[config.mk]
export PLATFORM = sky130hd
export DESIGN_NAME = rtc_ctrl_regs
export DESIGN_NICKNAME = d
export VERILOG_FILES = /design/src/design/rtc_ctrl_regs.v
export VERILOG_INCLUDE_DIRS = /design/src /design/src/design
export SDC_FILE = /design/constraint.sdc
export NUM_CORES = 1
export LEC_CHECK = 0
export BUFFER_PORTS_ARGS = -buffer_cell sky130_fd_sc_hd__buf_2
export CAP_MARGIN = 40
export CORE_MARGIN = 2
export CORE_UTILIZATION = 25
export CTS_CLUSTER_DIAMETER = 50
export DETAILED_ROUTE_END_ITERATION = 7
export PLACE_DENSITY_LB_ADDON = 0.25
export SLEW_MARGIN = 20
export SYNTH_ARGS = -nofsm -noshare
export SYNTH_HDL_FRONTEND = slang
export SYNTH_SLANG_ARGS = --single-unit
[constraint.sdc]
create_clock -name pclk -period 3.55 [get_ports pclk]
set_clock_uncertainty 0.15 [all_clocks]
set_input_delay 0.1775 -clock pclk [delete_from_list [all_inputs] [get_ports pclk]]
set_output_delay 0.1775 -clock pclk [all_outputs]
set_load 0.01 [all_outputs]
[src/design/rtc_ctrl_defines.vh]
`ifndef RTC_CTRL_DEFINES_VH
`define RTC_CTRL_DEFINES_VH

// Clocking and the crystal divider.
`define PCLK_HZ          100000000
`define OSC_HZ           32768
`define OSC_DIV_DEFAULT  ((`PCLK_HZ + `OSC_HZ / 2) / `OSC_HZ)
`define CHAIN_W          15
`define CHAIN_LAST       15'h7FFF
`define CHAIN_HALF       15'h4000
`define UIP_GUARD_US     244
`define UIP_GUARD_TICKS  ((`UIP_GUARD_US * `OSC_HZ + 999999) / 1000000)
`define UIP_START        (32767 - `UIP_GUARD_TICKS - 1)

// Register byte addresses.
`define ADDR_DIV_RATE    8'h00
`define ADDR_MODE_IRQ    8'h04
`define ADDR_FLAGS       8'h08
`define ADDR_BATT        8'h0C

// Divider and rate control fields.
`define A_UIP            7
`define A_DV_HI          6
`define A_DV_LO          5
`define A_BANK           4
`define A_RS_HI          3
`define A_RS_LO          0
`define A_RW_MASK        8'h7F
`define A_RESET          8'h00
`define DV_RUN           2'b01
`define RS_OFF           4'h0

// Mode and interrupt enable fields.
`define B_SET            7
`define B_PIE            6
`define B_AIE            5
`define B_UIE            4
`define B_SQUARE_WAVE_ENABLE           3
`define B_DM             2
`define B_HOUR24         1
`define B_DSE            0
`define B_RESET          8'h00

// Flag and battery fields.
`define C_COMBINED_REQUEST_FLAG           7
`define C_PF             6
`define C_AF             5
`define C_UF             4
`define D_VRT            7

// Divider taps.
`define TAP_CODE1        4'h6
`define TAP_CODE2        4'h7
`define TAP_OFFSET       4'h2
`define RS_CODE1         4'h1
`define RS_CODE2         4'h2

// Calendar constants, in BCD form.
`define ALARM_ANY        2'b11
`define MONTH_APR        8'h04
`define MONTH_OCT        8'h10
`define DATE_WEEK1_LAST  8'h07
`define DATE_LASTWK_MIN  8'h25
`define DOW_SUNDAY       8'h01
`define HOUR_ONE         8'h01
`define MINSEC_LAST      8'h59

`endif

[src/design/rtc_ctrl_regs.v]
`timescale 1ns/1ps
`include "rtc_ctrl_defines.vh"

// Operation
// - Update pending low guarantees 244us quiet time
// - Setting update inhibit blocks updates, clears pending
// - Divider bits: 01x runs, 11x holds chain
// - First update 500ms after run pattern
// - Rate field picks tap or disables it
// - Update once per second unless inhibited
// - Periodic flag sets regardless of its enable
// - Alarm flag on match, top bits wildcard
// - Inhibit going high clears update interrupt enable
// - Square wave toggles at tap or held low
// - Square wave enable forced on at power-up
// - Data format bit selects binary or BCD
// - Hour format bit selects 24 or 12 hours
// - April first Sunday jumps 1:59:59 to 3:00:00
// - October last Sunday returns once to 1:00:00
// - Combined flag ORs six pairs, drives request low
// - Reading flag register clears three flags
// - Periodic flag set on selected tap edge
// - Update ended flag set after each update
// - Battery valid read-only, other bits read zero
// - Bank zero maps clock, bank one extended RAM
// - Read flags double latched, new events held
// - Control registers always reachable in both banks
module rtc_ctrl_regs #(
   parameter OSC_DIV = `OSC_DIV_DEFAULT,
   parameter PRE_W   = 12
) (
   input  wire        pclk,
   input  wire        presetn,
   input  wire        psel,
   input  wire        penable,
   input  wire        pwrite,
   input  wire [7:0]  paddr,
   input  wire [31:0] pwdata,
   output wire [31:0] prdata,
   output wire        pready,
   output wire        pslverr,
   input  wire        vcc_good,
   input  wire        battery_valid,
   input  wire        fixed_32k_select,
   input  wire        wakeup_flag,
   input  wire        wakeup_irq_enable,
   input  wire        kickstart_flag,
   input  wire        kickstart_irq_enable,
   input  wire        ram_clear_flag,
   input  wire        ram_clear_irq_enable,
   input  wire [7:0]  cur_sec,
   input  wire [7:0]  cur_min,
   input  wire [7:0]  cur_hour,
   input  wire [7:0]  cur_dow,
   input  wire [7:0]  cur_date,
   input  wire [7:0]  cur_month,
   input  wire [7:0]  alm_sec,
   input  wire [7:0]  alm_min,
   input  wire [7:0]  alm_hour,
   output reg         update_tick,
   output reg         dst_forward_pulse,
   output reg         dst_back_pulse,
   output reg         bank_selector,
   output reg         data_format_sel,
   output reg         hour_24_sel,
   output reg         square_wave_out,
   output wire        irq_o,
   output reg         irq_oe
);

   localparam integer UIP_START_I = `UIP_START;
   localparam [14:0]  UIP_START   = UIP_START_I[14:0];
   localparam integer PRE_LAST_I  = OSC_DIV - 1;
   localparam [PRE_W-1:0] PRE_LAST = PRE_LAST_I[PRE_W-1:0];
   // Reset images of the two writable control registers.
   localparam [7:0]   A_INIT      = `A_RESET & `A_RW_MASK;
   localparam [7:0]   B_INIT      = `B_RESET;

   ////////////////////////////////////////////////////////////////////////////
   // Helper functions.

   function [7:0] bcd2bin;
      input [7:0] v;
      begin
         bcd2bin = {1'b0, v[7:4], 3'b000} + {3'b000, v[7:4], 1'b0} + {4'h0, v[3:0]};
      end
   endfunction

   // Constant held in BCD, returned in the selected data format.
   function [7:0] enc;
      input       binary;
      input [7:0] v;
      begin
         enc = binary ? bcd2bin(v) : v;
      end
   endfunction

   function alarm_hit;
      input [7:0] alarm;
      input [7:0] cur;
      begin
         alarm_hit = (alarm[7:6] == `ALARM_ANY) || (alarm == cur);
      end
   endfunction

   // Chain bit whose square wave matches the rate code.
   function [3:0] tap_index;
      input [3:0] rs;
      begin
         if (rs == `RS_CODE1) begin
            tap_index = `TAP_CODE1;
         end else if (rs == `RS_CODE2) begin
            tap_index = `TAP_CODE2;
         end else begin
            tap_index = rs - `TAP_OFFSET;
         end
      end
   endfunction

   ////////////////////////////////////////////////////////////////////////////
   // Registers and state.

   reg [6:0]       div_rate_reg;
   reg             set_reg;
   reg             pie_reg;
   reg             aie_reg;
   reg             uie_reg;
   reg             square_wave_enable_reg;
   reg             dse_reg;
   reg             pf_reg;
   reg             af_reg;
   reg             uf_reg;
   reg             combined_request_flag_reg;
   reg             uip_reg;
   reg [7:0]       rdata_reg;
   reg [PRE_W-1:0] pre_cnt_reg;
   reg [14:0]      chain_reg;
   reg             tap_prev_reg;
   reg             toggle32_reg;
   reg             vcc_prev_reg;
   reg             fall_done_reg;
   reg             update_done_reg;

   wire       setup_phase = psel & ~penable;
   wire       access      = psel & penable;
   wire       sel_a       = (paddr == `ADDR_DIV_RATE);
   wire       sel_b       = (paddr == `ADDR_MODE_IRQ);
   wire       sel_c       = (paddr == `ADDR_FLAGS);
   wire       sel_d       = (paddr == `ADDR_BATT);
   wire       mapped      = sel_a | sel_b | sel_c | sel_d;
   wire       wr_a        = access & pwrite & sel_a;
   wire       wr_b        = access & pwrite & sel_b;
   wire       rd_c        = access & ~pwrite & sel_c;
   wire [1:0] dv          = div_rate_reg[`A_DV_HI:`A_DV_LO];
   wire [3:0] rs          = div_rate_reg[`A_RS_HI:`A_RS_LO];
   wire       osc_on      = dv[0];
   wire       running     = (dv == `DV_RUN);
   wire       osc_tick    = osc_on & (pre_cnt_reg == PRE_LAST);
   wire       wrap        = osc_tick & running & (chain_reg == `CHAIN_LAST);
   wire       set_now     = wr_b ? pwdata[`B_SET] : set_reg;
   wire       do_update   = wrap & ~set_now;
   wire       tap_now     = chain_reg[tap_index(rs)];
   wire       rate_on     = (rs != `RS_OFF) & running;
   wire       pf_set      = rate_on & tap_now & ~tap_prev_reg;

   // The registers answer in the first access cycle, in either bank.
   assign pready  = 1'b1;
   // Unmapped offsets are refused with an error and read back as zero.
   assign pslverr = access & ~mapped;
   assign prdata  = {24'h000000, rdata_reg};
   // The request pin is open drain, so only its enable ever moves.
   assign irq_o   = 1'b0;

   ////////////////////////////////////////////////////////////////////////////
   // Read snapshot, taken in the setup cycle so the flags read stay stable.

   reg [7:0] rd_mux;

   always @* begin
      rd_mux = 8'h00;
      if (sel_a) begin
         rd_mux = {uip_reg, div_rate_reg};
      end else if (sel_b) begin
         rd_mux = {set_reg, pie_reg, aie_reg, uie_reg,
                   square_wave_enable_reg, data_format_sel, hour_24_sel, dse_reg};
      end else if (sel_c) begin
         rd_mux = {combined_request_flag_reg, pf_reg, af_reg, uf_reg, 4'h0};
      end else if (sel_d) begin
         rd_mux = {battery_valid, 7'h00};
      end
   end

   always @(posedge pclk or negedge presetn) begin
      if (!presetn) begin
         rdata_reg <= 8'h00;
      end else if (setup_phase) begin
         rdata_reg <= pwrite ? 8'h00 : rd_mux;
      end
   end

   ////////////////////////////////////////////////////////////////////////////
   // Control registers.

   always @(posedge pclk or negedge presetn) begin
      if (!presetn) begin
         div_rate_reg    <= A_INIT[6:0];
         set_reg         <= B_INIT[`B_SET];
         pie_reg         <= 1'b0;
         aie_reg         <= 1'b0;
         uie_reg         <= 1'b0;
         square_wave_enable_reg        <= 1'b0;
         data_format_sel <= 1'b0;
         hour_24_sel     <= 1'b0;
         dse_reg         <= 1'b0;
         bank_selector   <= 1'b0;
         vcc_prev_reg    <= 1'b0;
      end else begin
         vcc_prev_reg <= vcc_good;
         if (wr_a) begin
            div_rate_reg  <= pwdata[6:0];
            bank_selector <= pwdata[`A_BANK];
         end
         // A write that raises the inhibit bit also drops the update-ended enable.
         if (wr_b) begin
            set_reg         <= pwdata[`B_SET];
            pie_reg         <= pwdata[`B_PIE];
            aie_reg         <= pwdata[`B_AIE];
            data_format_sel <= pwdata[`B_DM];
            hour_24_sel     <= pwdata[`B_HOUR24];
            dse_reg         <= pwdata[`B_DSE];
            square_wave_enable_reg        <= pwdata[`B_SQUARE_WAVE_ENABLE];
            if (pwdata[`B_SET] & ~set_reg) begin
               uie_reg <= 1'b0;
            end else begin
               uie_reg <= pwdata[`B_UIE];
            end
         end
         if (vcc_good & ~vcc_prev_reg) begin
            square_wave_enable_reg <= 1'b1;
         end
      end
   end

   ////////////////////////////////////////////////////////////////////////////
   // Crystal prescaler and the countdown chain.
   // Each prescaler wrap stands for one crystal period.

   always @(posedge pclk or negedge presetn) begin
      if (!presetn) begin
         pre_cnt_reg  <= {PRE_W{1'b0}};
         toggle32_reg <= 1'b0;
      end else if (!osc_on) begin
         pre_cnt_reg <= {PRE_W{1'b0}};
      end else if (osc_tick) begin
         pre_cnt_reg  <= {PRE_W{1'b0}};
         toggle32_reg <= ~toggle32_reg;
      end else begin
         pre_cnt_reg <= pre_cnt_reg + 1'b1;
      end
   end

   // A held chain sits half way, so the first update comes 500ms after run.
   always @(posedge pclk or negedge presetn) begin
      if (!presetn) begin
         chain_reg <= `CHAIN_HALF;
      end else if (!running) begin
         chain_reg <= `CHAIN_HALF;
      end else if (osc_tick) begin
         chain_reg <= chain_reg + 1'b1;
      end
   end

   ////////////////////////////////////////////////////////////////////////////
   // Update cycle and update pending status.

   always @(posedge pclk or negedge presetn) begin
      if (!presetn) begin
         uip_reg         <= 1'b0;
         update_tick     <= 1'b0;
         update_done_reg <= 1'b0;
      end else begin
         update_tick     <= do_update;
         update_done_reg <= update_tick;
         // Pending rises ahead of the wrap and falls when the update ends.
         if (set_now) begin
            uip_reg <= 1'b0;
         end else if (running & (chain_reg >= UIP_START)) begin
            uip_reg <= 1'b1;
         end else if (update_done_reg | ~running) begin
            uip_reg <= 1'b0;
         end
      end
   end

   ////////////////////////////////////////////////////////////////////////////
   // Daylight saving jumps, judged on the time before it advances.

   wire dm         = data_format_sel;
   wire at_159     = (cur_hour == enc(dm, `HOUR_ONE)) &&
                     (cur_min == enc(dm, `MINSEC_LAST)) &&
                     (cur_sec == enc(dm, `MINSEC_LAST));
   wire is_sunday  = (cur_dow == `DOW_SUNDAY);
   wire spring_day = is_sunday && (cur_month == enc(dm, `MONTH_APR)) &&
                     (cur_date <= enc(dm, `DATE_WEEK1_LAST));
   wire is_oct     = (cur_month == enc(dm, `MONTH_OCT));
   wire fall_day   = is_sunday && is_oct &&
                     (cur_date >= enc(dm, `DATE_LASTWK_MIN));

   always @(posedge pclk or negedge presetn) begin
      if (!presetn) begin
         dst_forward_pulse <= 1'b0;
         dst_back_pulse    <= 1'b0;
         fall_done_reg     <= 1'b0;
      end else begin
         dst_forward_pulse <= do_update & dse_reg & spring_day & at_159;
         dst_back_pulse    <= 1'b0;
         if (!is_oct) begin
            fall_done_reg <= 1'b0;
         end else if (do_update & dse_reg & fall_day & at_159 & ~fall_done_reg) begin
            dst_back_pulse <= 1'b1;
            fall_done_reg  <= 1'b1;
         end
      end
   end

   ////////////////////////////////////////////////////////////////////////////
   // Interrupt flags; a new event wins over the read that clears.

   wire alarm_now = alarm_hit(alm_sec, cur_sec) && alarm_hit(alm_min, cur_min) &&
                    alarm_hit(alm_hour, cur_hour);
   wire clr_pf    = rd_c & rdata_reg[`C_PF];
   wire clr_af    = rd_c & rdata_reg[`C_AF];
   wire clr_uf    = rd_c & rdata_reg[`C_UF];
   // The combined flag and the pin enable follow the six pairs a clock later.
   wire combined  = (pf_reg & pie_reg) | (af_reg & aie_reg) | (uf_reg & uie_reg) |
                    (wakeup_flag & wakeup_irq_enable) |
                    (kickstart_flag & kickstart_irq_enable) |
                    (ram_clear_flag & ram_clear_irq_enable);

   always @(posedge pclk or negedge presetn) begin
      if (!presetn) begin
         pf_reg       <= 1'b0;
         af_reg       <= 1'b0;
         uf_reg       <= 1'b0;
         combined_request_flag_reg     <= 1'b0;
         irq_oe       <= 1'b0;
         tap_prev_reg <= 1'b0;
      end else begin
         tap_prev_reg <= tap_now;
         pf_reg       <= (pf_reg & ~clr_pf) | pf_set;
         af_reg       <= (af_reg & ~clr_af) | (update_done_reg & alarm_now);
         uf_reg       <= (uf_reg & ~clr_uf) | update_done_reg;
         combined_request_flag_reg     <= combined;
         irq_oe       <= combined;
      end
   end

   ////////////////////////////////////////////////////////////////////////////
   // Square wave pin.
   // The fixed 32 kHz select overrides both the enable and the rate.

   always @(posedge pclk or negedge presetn) begin
      if (!presetn) begin
         square_wave_out <= 1'b0;
      end else if (fixed_32k_select) begin
         square_wave_out <= toggle32_reg;
      end else if (square_wave_enable_reg & rate_on) begin
         square_wave_out <= tap_now;
      end else begin
         square_wave_out <= 1'b0;
      end
   end

endmodule

# Yosys cells after proc, flatten, opt, wreduce, memory -nomap -nowiden
# Index checks and enable logic that the tools add are counted.
# classes
n_addsub	3
n_lt_le_gt_ge	4
n_eq_ne	22
mux	29
bitwise_logic	63
reduce_logical	16
# op_table
operator	n
2-to-1 mux 8 bit	5
bitwise AND 1 bit	38
equality test 8 bit	4
2-to-1 mux 15 bit	2
2-to-1 mux 12 bit	2
equality test 8 x 1 -> 1 bit (second input constant)	2
equality test 8 x 3 -> 1 bit (second input constant)	2
equality test 8 x 4 -> 1 bit (second input constant)	2
adder 15 x 1 -> 15 bit (second input constant)	1
equality test 15 bit (second input constant)	1
greater-or-equal comparator 15 bit (second input constant)	1
2-to-1 mux 1 bit	14
NOT 1 bit	13
adder 12 x 1 -> 12 bit (second input constant)	1
equality test 12 bit (second input constant)	1
bitwise OR 1 bit	12
equality test 8 x 5 -> 1 bit	1
equality test 8 x 7 -> 1 bit	1
greater-or-equal comparator 8 x 6 -> 1 bit	1
<= comparator 8 x 3 -> 1 bit (second input constant)	1
logical AND 1 bit	8
logical NOT 8 bit	1
2-to-1 mux 4 bit	2
2-to-1 mux 7 bit	1
15 further kinds	20
# totals
reg_bits	65
in_bits	126
out_inout_bits	43
wordCells	164

# Longest topological paths before layout
# Gate-level depths: netlist (run 1).
# logic_depth
word_depth	12
ltp_mapped	8
mapped_depth_nobuf	7

# Least setup slack after synthesis (run 1)
# Ideal clock, no wire load.
# synth_timing
path_kind	register -> register
startpoint	register pre_cnt_reg[0]
endpoint	register dst_back_pulse
setup_ps	80
arrival_ps	2335
required_time_ps	3320
slack_ps	985
path_stages_with_launch	8
n_path_buf	1
synth_period_minus_slack_ps	2565
cell_sequence	dfrtp_1 ha_1 nand3_2 or4_1 buf_2 or4_4 or3_4 nor3_2
# synth_via
elab_chain_cells	11
# synth_lines
item	line_no	source
start: declaration	rtc_ctrl_regs.v:136	reg [PRE_W-1:0] pre_cnt_reg;
start signal: assignment	rtc_ctrl_regs.v:250	pre_cnt_reg <= {PRE_W{1'b0}};
start signal: assignment	rtc_ctrl_regs.v:253	pre_cnt_reg <= {PRE_W{1'b0}};
start signal: assignment	rtc_ctrl_regs.v:255	pre_cnt_reg <= {PRE_W{1'b0}};
equality test 12 bit	rtc_ctrl_regs.v:158	wire osc_tick = osc_on & (pre_cnt_reg == PRE_LAST);
bitwise AND 1 bit	rtc_ctrl_regs.v:158	
bitwise AND 1 bit (2 in series)	rtc_ctrl_regs.v:159	wire wrap = osc_tick & running & (chain_reg == `CHAIN_LAST);
bitwise AND 1 bit	rtc_ctrl_regs.v:161	wire do_update = wrap & ~set_now;
bitwise AND 1 bit (4 in series)	rtc_ctrl_regs.v:319	end else if (do_update & dse_reg & fall_day & at_159 & ~fall_done_reg) begin
2-to-1 mux 1 bit	rtc_ctrl_regs.v:319	
2-to-1 mux 1 bit	rtc_ctrl_regs.v:317	if (!is_oct) begin
end signal: assignment	rtc_ctrl_regs.v:312	dst_back_pulse <= 1'b0;
end signal: assignment	rtc_ctrl_regs.v:316	dst_back_pulse <= 1'b0;
end signal: assignment	rtc_ctrl_regs.v:320	dst_back_pulse <= 1'b1;
end: declaration	rtc_ctrl_regs.v:62	output reg dst_back_pulse,
# Every way passes these cells.
# A chain may end at the register's enable or synchronous reset.

# Final worst setup path (run 1)
# Ends and elaborated chain as after synthesis.

==> results.py, run 1 <==
metrics = {
    "status": {
        "status": "complete, no violations",
    },
    "logic_synthesis": {
        "synth_edf_count": 0,
        "synthMuxAreaShare_pct": 5.162,
        "yosysTopAreaCell": "dfrtp_1",
        "netlist_area_sq_um": 4024,
        "synthCells": 433,
        "synth_fa_ha_area_share_pct": 2.488,
        "synth_xor_area_share_pct": 10.45,
        "yosys-top-cells-area": "dfrtp_1 39%, xnor2_1 8.7%, buf_4 4.9%",
        "synth.ff_latch_count": 64,
        "seq_area_frac_synth_pct": 39.83,
        "synth_top_family_by_area": "simple AND/OR/NAND/NOR gates",
        "yosys_warnings": 0,
        "synthArstFlopShare_pct": 100.0,
        "yosys.area.top_type_share_pct": 39.18,
        "yosys.area_share.simple_pct": 23.04,
        "syn_area_per_cell_sq_um": 9.293,
        "synth-compound-area-share_pct": 11.07,
        "ys.flop_type": "dfrtp_1",
        "synth_cell_types": 63,
    },
    "finish": {
        "largest_reg_flops": 15,
        "final_area_sq_um": 5221,
        "final_cell_mix": "118 x buf_2, 63 x dfrtp_1, 40 x xnor2_1, 34 x nand2_1, 33 x nor2_1",
        "fillerInstances": 1655,
        "drive_above_1_share_pct": 27.54,
        "antenna_cells": 0,
        "area_delta_synth_final_pct": 29.76,
        "final_nets": 699,
        "layout_commonest_cell": "buf_2",
    },
    "clocking": {
        "clk_latency_ns": 0.33,
        "cts.reportedPaths.clkPinSlew_ns": 0.05,
        "postCtsSetupBuffers": 0,
        "cts_buffers": 9,
        "cts_root_buf": "clkbuf_16",
        "clockBufferDepth": 2,
        "htreeDepth": 3,
        "clkSinkCount": 64,
        "tritoncts": "yes",
    },
    "placement": {
        "io_buffer_count": 118,
        "placed_area_sq_um": 4756,
        "dp_hpwl_mm": 8.258,
        "gp_congestion": 0.8497,
    },
    "grt": {
        "grt_usage_pct": 13.02,
        "grt_first_pass_wirelength_mm": 17.34,
        "grt_pass1_vias": 3630,
        "grt_max_degree": 38,
        "antenna_found_initial": 0,
        "overflow": 0,
    },
    "timing": {
        "slew_violations": 0,
        "tns_ns": 0,
        "fmax_mhz": 366.1,
        "min_period_ns": 2.731,
        "hold_slack_ns": 0.01615,
        "rsz0062_at_grt": "no",
        "worstMarginPinSlew_ns": 0.7317,
        "maxSlewHeadroom_pct": 51.22,
        "hold_viol_final": 0,
        "min_period_over_period_pct": 76.94,
        "setup_violations": 0,
    },
    "drt": {
        "vias": 3563,
        "viasPerCell": 4.533,
        "ant_nets": 0,
        "routed_wl_mm": 10.67,
        "dr.first_iter.drc_count": 156,
        "firstDrtPassIters": 4,
        "wl_per_cell_um": 13.58,
        "drcViolationCount": 0,
    },
    "hold_path": {
        "hold_class": "input port to flop",
        "hp-start": "fixed_32k_select",
        "hold_end": "square_wave_out$_DFF_PN0_",
        "worstHoldPathCells": 3,
    },
    "worst_setup_path": {
        "critPathLaunchType": "flop",
        "rr_endpoint": "dst_back_pulse$_DFF_PN0_",
        "path_cells": "ha_1 -> nand3_2 -> or4_1 -> buf_4 -> or4_4 -> or3_4 -> nor3_2",
        "r2r_start": "pre_cnt_reg[0]$_DFF_PN0_",
        "ff2ff_setup_slack_ns": 0.82,
        "r2r_cells": 7,
        "cpPeakStageDelay_ns": 0.54,
        "cp.arrival_ns": 2.83,
        "crit_fanout": 17,
        "critPathKind": "flop to flop",
        "cpLargestDelayFamily": "simple AND/OR/NAND/NOR gates",
        "worst-path-buf-inv": 1,
        "end_kind": "flop",
        "cp.required_ns": 3.65,
        "crit_slowest_cell": "or4_4",
    },
    "floorplanning": {
        "core_sq_um": 15830,
        "initial_core_util_pct": 25.42,
        "dieArea_sq_um": 17130,
        "ioPinCount": 169,
        "die_height_um": 130.9,
        "fp.dieW_um": 130.9,
        "rows": 46,
    },
    "power": {
        "ir_worst_vdd_v": 0.0002244,
        "fin_total_pwr_mw": 1.864,
        "p_leak_nw": 2.267,
        "p_per_area_nw_per_um2": 357.0,
    },
    "flow_run": {
        "drv_cap": 0,
    },
}
-- layer usage --
layer  global-route usage (%)  vias to the layer above  wire length [um]
met5                        0                        -                 0
met4                    5.131                        0               206
met3                    3.135                       20               426
met2                    23.10                       83              5330
met1                    15.14                     1704              4705
li1                         -                     1756                 -
-- report_power, final --
| part | internal [mW] | switching, mW |
|---|---|---|
| combinational | 0.0894 | 0.0969 |
| clock | 0.633 | 0.304 |
| sequential | 0.735 | 0.00588 |
| total | 1.46 | 0.407 |
-- area by class of cell --
class | count | area (sq um) | area share [%]
multi-input combinational | 336 | 2198 | 42.10
clock inverter | 3 | 65.06 | 1.246
clock buffer | 13 | 250.2 | 4.793
tap | 216 | 270.3 | 5.176
sequential | 64 | 1603 | 30.70
timing repair buffer | 137 | 770.7 | 14.76
inverter | 17 | 63.81 | 1.222
-- kinds of logic (layout without fill, tap and decap cells) --
group / after synthesis / after routing
fa+ha+maj: 8 / 8
buf+inv: 57 / 170
other cells: 2 / 26
flops: 64 / 64
compound gates: 70 / 70
mux: 18 / 18
xor+xnor: 48 / 48
simple gates: 166 / 166
-- worst max-delay path by stage --
stage / start / to / cells after the start
detailed placement: pre_cnt_reg[0]$_DFF_PN0_ / dst_back_pulse$_DFF_PN0_ / 7
floorplan: pre_cnt_reg[0]$_DFF_PN0_ / dst_back_pulse$_DFF_PN0_ / 7
CTS: pre_cnt_reg[0]$_DFF_PN0_ / dst_back_pulse$_DFF_PN0_ / 7
global placement: pre_cnt_reg[0]$_DFF_PN0_ / dst_back_pulse$_DFF_PN0_ / 7
global route: pre_cnt_reg[0]$_DFF_PN0_ / dst_back_pulse$_DFF_PN0_ / 7
finish: pre_cnt_reg[0]$_DFF_PN0_ / dst_back_pulse$_DFF_PN0_ / 7
-- Yosys cell counts, drive strengths merged, types with 4 or more instances --
| library cell | count |
|---|---|
| a21oi | 12 |
| buf | 29 |
| clkbuf | 11 |
| dfrtp | 63 |
| ha | 8 |
| inv | 17 |
| mux2 | 12 |
| mux2i | 5 |
| nand2 | 34 |
| nand2b | 6 |
| nand3 | 17 |
| nand4 | 12 |
| nor2 | 34 |
| nor2b | 6 |
| nor3 | 9 |
| nor4 | 12 |
| nor4b | 4 |
| nor4bb | 4 |
| o21ai | 27 |
| o221ai | 5 |
| or2 | 4 |
| or3 | 5 |
| or4 | 5 |
| xnor2 | 40 |
| xor2 | 8 |
-- through the flow --
stage | std cells | util [%] | worst slack (ns)
finish | 786 | 32.99 | 0.8187
global route | 786 | 32.99 | 0.6852
CTS | 786 | 32.99 | 0.8049
detailed placement | 755 | 30.05 | 0.8023
global placement | 755 | 30.05 | 0.8398
floorplan | 457 | - | 0.9849
-- worst reg2reg max path, delay by kind of cell (launching register included) --
| kind | cells | cell delay, ns |
|---|---|---|
| and+or+nand+nor | 5 | 1.68 |
| DFF | 1 | 0.38 |
| buffers and inverters | 1 | 0.20 |
| adders and majority gates | 1 | 0.23 |
-- repair_timing --
item / CTS / global route
hold endpoints to repair: 44 / 0
resized for setup: 0 / 0
hold buffers: 15 / 0
Note: power is estimated with default switching activity, not from simulation.
==> inputs of run 2 (changes only) <==
==> constraint.sdc (replaced) <==
create_clock -name pclk -period 2.4 [get_ports pclk]
set_clock_uncertainty 0.15 [all_clocks]
set_input_delay 0.12 -clock pclk [delete_from_list [all_inputs] [get_ports pclk]]
set_output_delay 0.12 -clock pclk [all_outputs]
set_load 0.01 [all_outputs]
==> results.py, run 2 (synthesis results as in run 1) <==
metrics = {
    "drt": {
        "viasPerCell": 4.501,
        "dr.first_iter.drc_count": 188,
        "firstDrtPassIters": 4,
        "vias": 3614,
        "wl_per_cell_um": 13.40,
        "routed_wl_mm": 10.76,
        "ant_nets": 0,
        "drcViolationCount": 0,
    },
    "floorplanning": {
        "rows": 46,
        "ioPinCount": 169,
        "core_sq_um": 15830,
        "fp.dieW_um": 130.9,
        "dieArea_sq_um": 17130,
        "die_height_um": 130.9,
        "initial_core_util_pct": 25.42,
    },
    "clocking": {
        "cts_buffers": 9,
        "clockBufferDepth": 2,
        "cts_root_buf": "clkbuf_16",
        "clkSinkCount": 64,
        "clk_latency_ns": 0.32,
        "cts.reportedPaths.clkPinSlew_ns": 0.06,
        "htreeDepth": 3,
        "tritoncts": "yes",
    },
    "worst_setup_path": {
        "cp.arrival_ns": 2.43,
        "cpLargestDelayFamily": "simple AND/OR/NAND/NOR gates",
        "end_kind": "flop",
        "path_cells": "ha_4 -> nand3_2 -> or4_4 -> or4_4 -> or3_4 -> o22ai_1",
        "cp.required_ns": 2.49,
        "crit_fanout": 3,
        "critPathLaunchType": "flop",
        "worst-path-buf-inv": 0,
        "crit_top_cell": "or4_4",
        "crit_slowest_cell": "or4_4",
        "cpPeakStageDelay_ns": 0.49,
        "critPathKind": "flop to flop",
    },
    "placement": {
        "placed_area_sq_um": 4861,
        "post-place-cells": 767,
        "post-place-ws_ns": 0.01819,
        "gp_congestion": 0.8429,
        "dp_hpwl_mm": 8.262,
        "io_buffer_count": 118,
    },
    "finish": {
        "fillerInstances": 1621,
        "antenna_cells": 0,
        "layout_commonest_cell": "buf_2",
        "final_area_sq_um": 5373,
        "largest_reg_flops": 15,
        "post-route-util_pct": 33.94,
        "stdcell_count": 803,
        "final_cell_mix": "118 x buf_2, 63 x dfrtp_1, 40 x xnor2_1, 34 x nand2_1, 33 x nor2_1",
        "drive_above_1_share_pct": 29.81,
        "final_nets": 717,
        "area_delta_synth_final_pct": 33.52,
    },
    "timing": {
        "slew_violations": 0,
        "fmax_mhz": 428.9,
        "worstMarginPinSlew_ns": 0.5430,
        "hold_slack_ns": 0.04431,
        "maxSlewHeadroom_pct": 63.80,
        "setup_violations": 0,
        "setup_ws_ns": 0.06823,
        "tns_ns": 0,
        "min_period_over_period_pct": 97.16,
        "hold_viol_final": 0,
        "min_period_ns": 2.332,
    },
    "grt": {
        "overflow": 0,
        "grt_first_pass_wirelength_mm": 17.82,
        "grt_usage_pct": 13.16,
        "antenna_found_initial": 0,
        "grt_max_degree": 65,
        "grt_pass1_vias": 3695,
    },
    "hold_path": {
        "hold_class": "input port to flop",
    },
    "power": {
        "p_leak_nw": 2.345,
        "p_per_area_nw_per_um2": 491.3,
        "fin_total_pwr_mw": 2.640,
        "ir_worst_vdd_v": 0.0002942,
    },
    "flow_run": {
        "drv_cap": 0,
    },
    "status": {
        "status": "complete, no violations",
    },
}
[run 2: final timing paths]
path / from / end / slack [ns] / cells after the start
max: pre_cnt_reg[1]$_DFF_PN0_ / fall_done_reg$_DFFE_PN0P_ / 0.07 / 6
min: alm_hour[7] / af_reg$_DFF_PN0_ / 0.04 / 4
max reg2reg: pre_cnt_reg[1]$_DFF_PN0_ / fall_done_reg$_DFFE_PN0P_ / 0.07 / 6
min reg2reg: update_tick$_DFF_PN0_ / update_done_reg$_DFF_PN0_ / 0.24 / 0
max in group asynchronous: presetn / chain_reg[14]$_DFFE_PN1P_ / 1.59 / 3
min in group asynchronous: presetn / vcc_prev_reg$_DFF_PN0_ / 0.20 / 3
[run 2: power by group]
part	total, mW	switching [mW]	internal (mW)
combinational	0.285	0.146	0.140
sequential	1.09	0.00738	1.09
clock	1.26	0.456	0.804
total	2.64	0.609	2.03
[run 2: timing repair]
item	4_1_cts	5_1_grt
buffers inserted	0	2
resized for setup	0	2
hold endpoints to repair	84	0
hold buffers	19	0
endpoints found under the setup margin	0	3
[run 2: area by class of cell]
| type | instances | area (sq um) | share of cell area, % |
|---|---|---|---|
| clock buffer | 13 | 280.3 | 5.217 |
| clock inverter | 2 | 12.51 | 0.2329 |
| inverter | 17 | 63.81 | 1.188 |
| multi-input combinational | 336 | 2215 | 41.22 |
| sequential | 64 | 1603 | 29.83 |
| tap | 216 | 270.3 | 5.030 |
| timing repair buffer | 155 | 928.4 | 17.28 |
[run 2: worst reg2reg max path, cell delays in order (launching register included)]
cell and delay [ns]:
dfrtp_1 0.42, ha_4 0.18, nand3_2 0.08, or4_4 0.49, or4_4 0.43, or3_4 0.36
o22ai_1 0.14
[run 2: metal layers]
metal	GRT usage [%]	up-vias	wire (um)
li1	-	1796	-
met1	15.59	1704	4750
met2	23.53	93	5332
met3	3.013	21	445
met4	4.318	0	228
met5	0	-	0
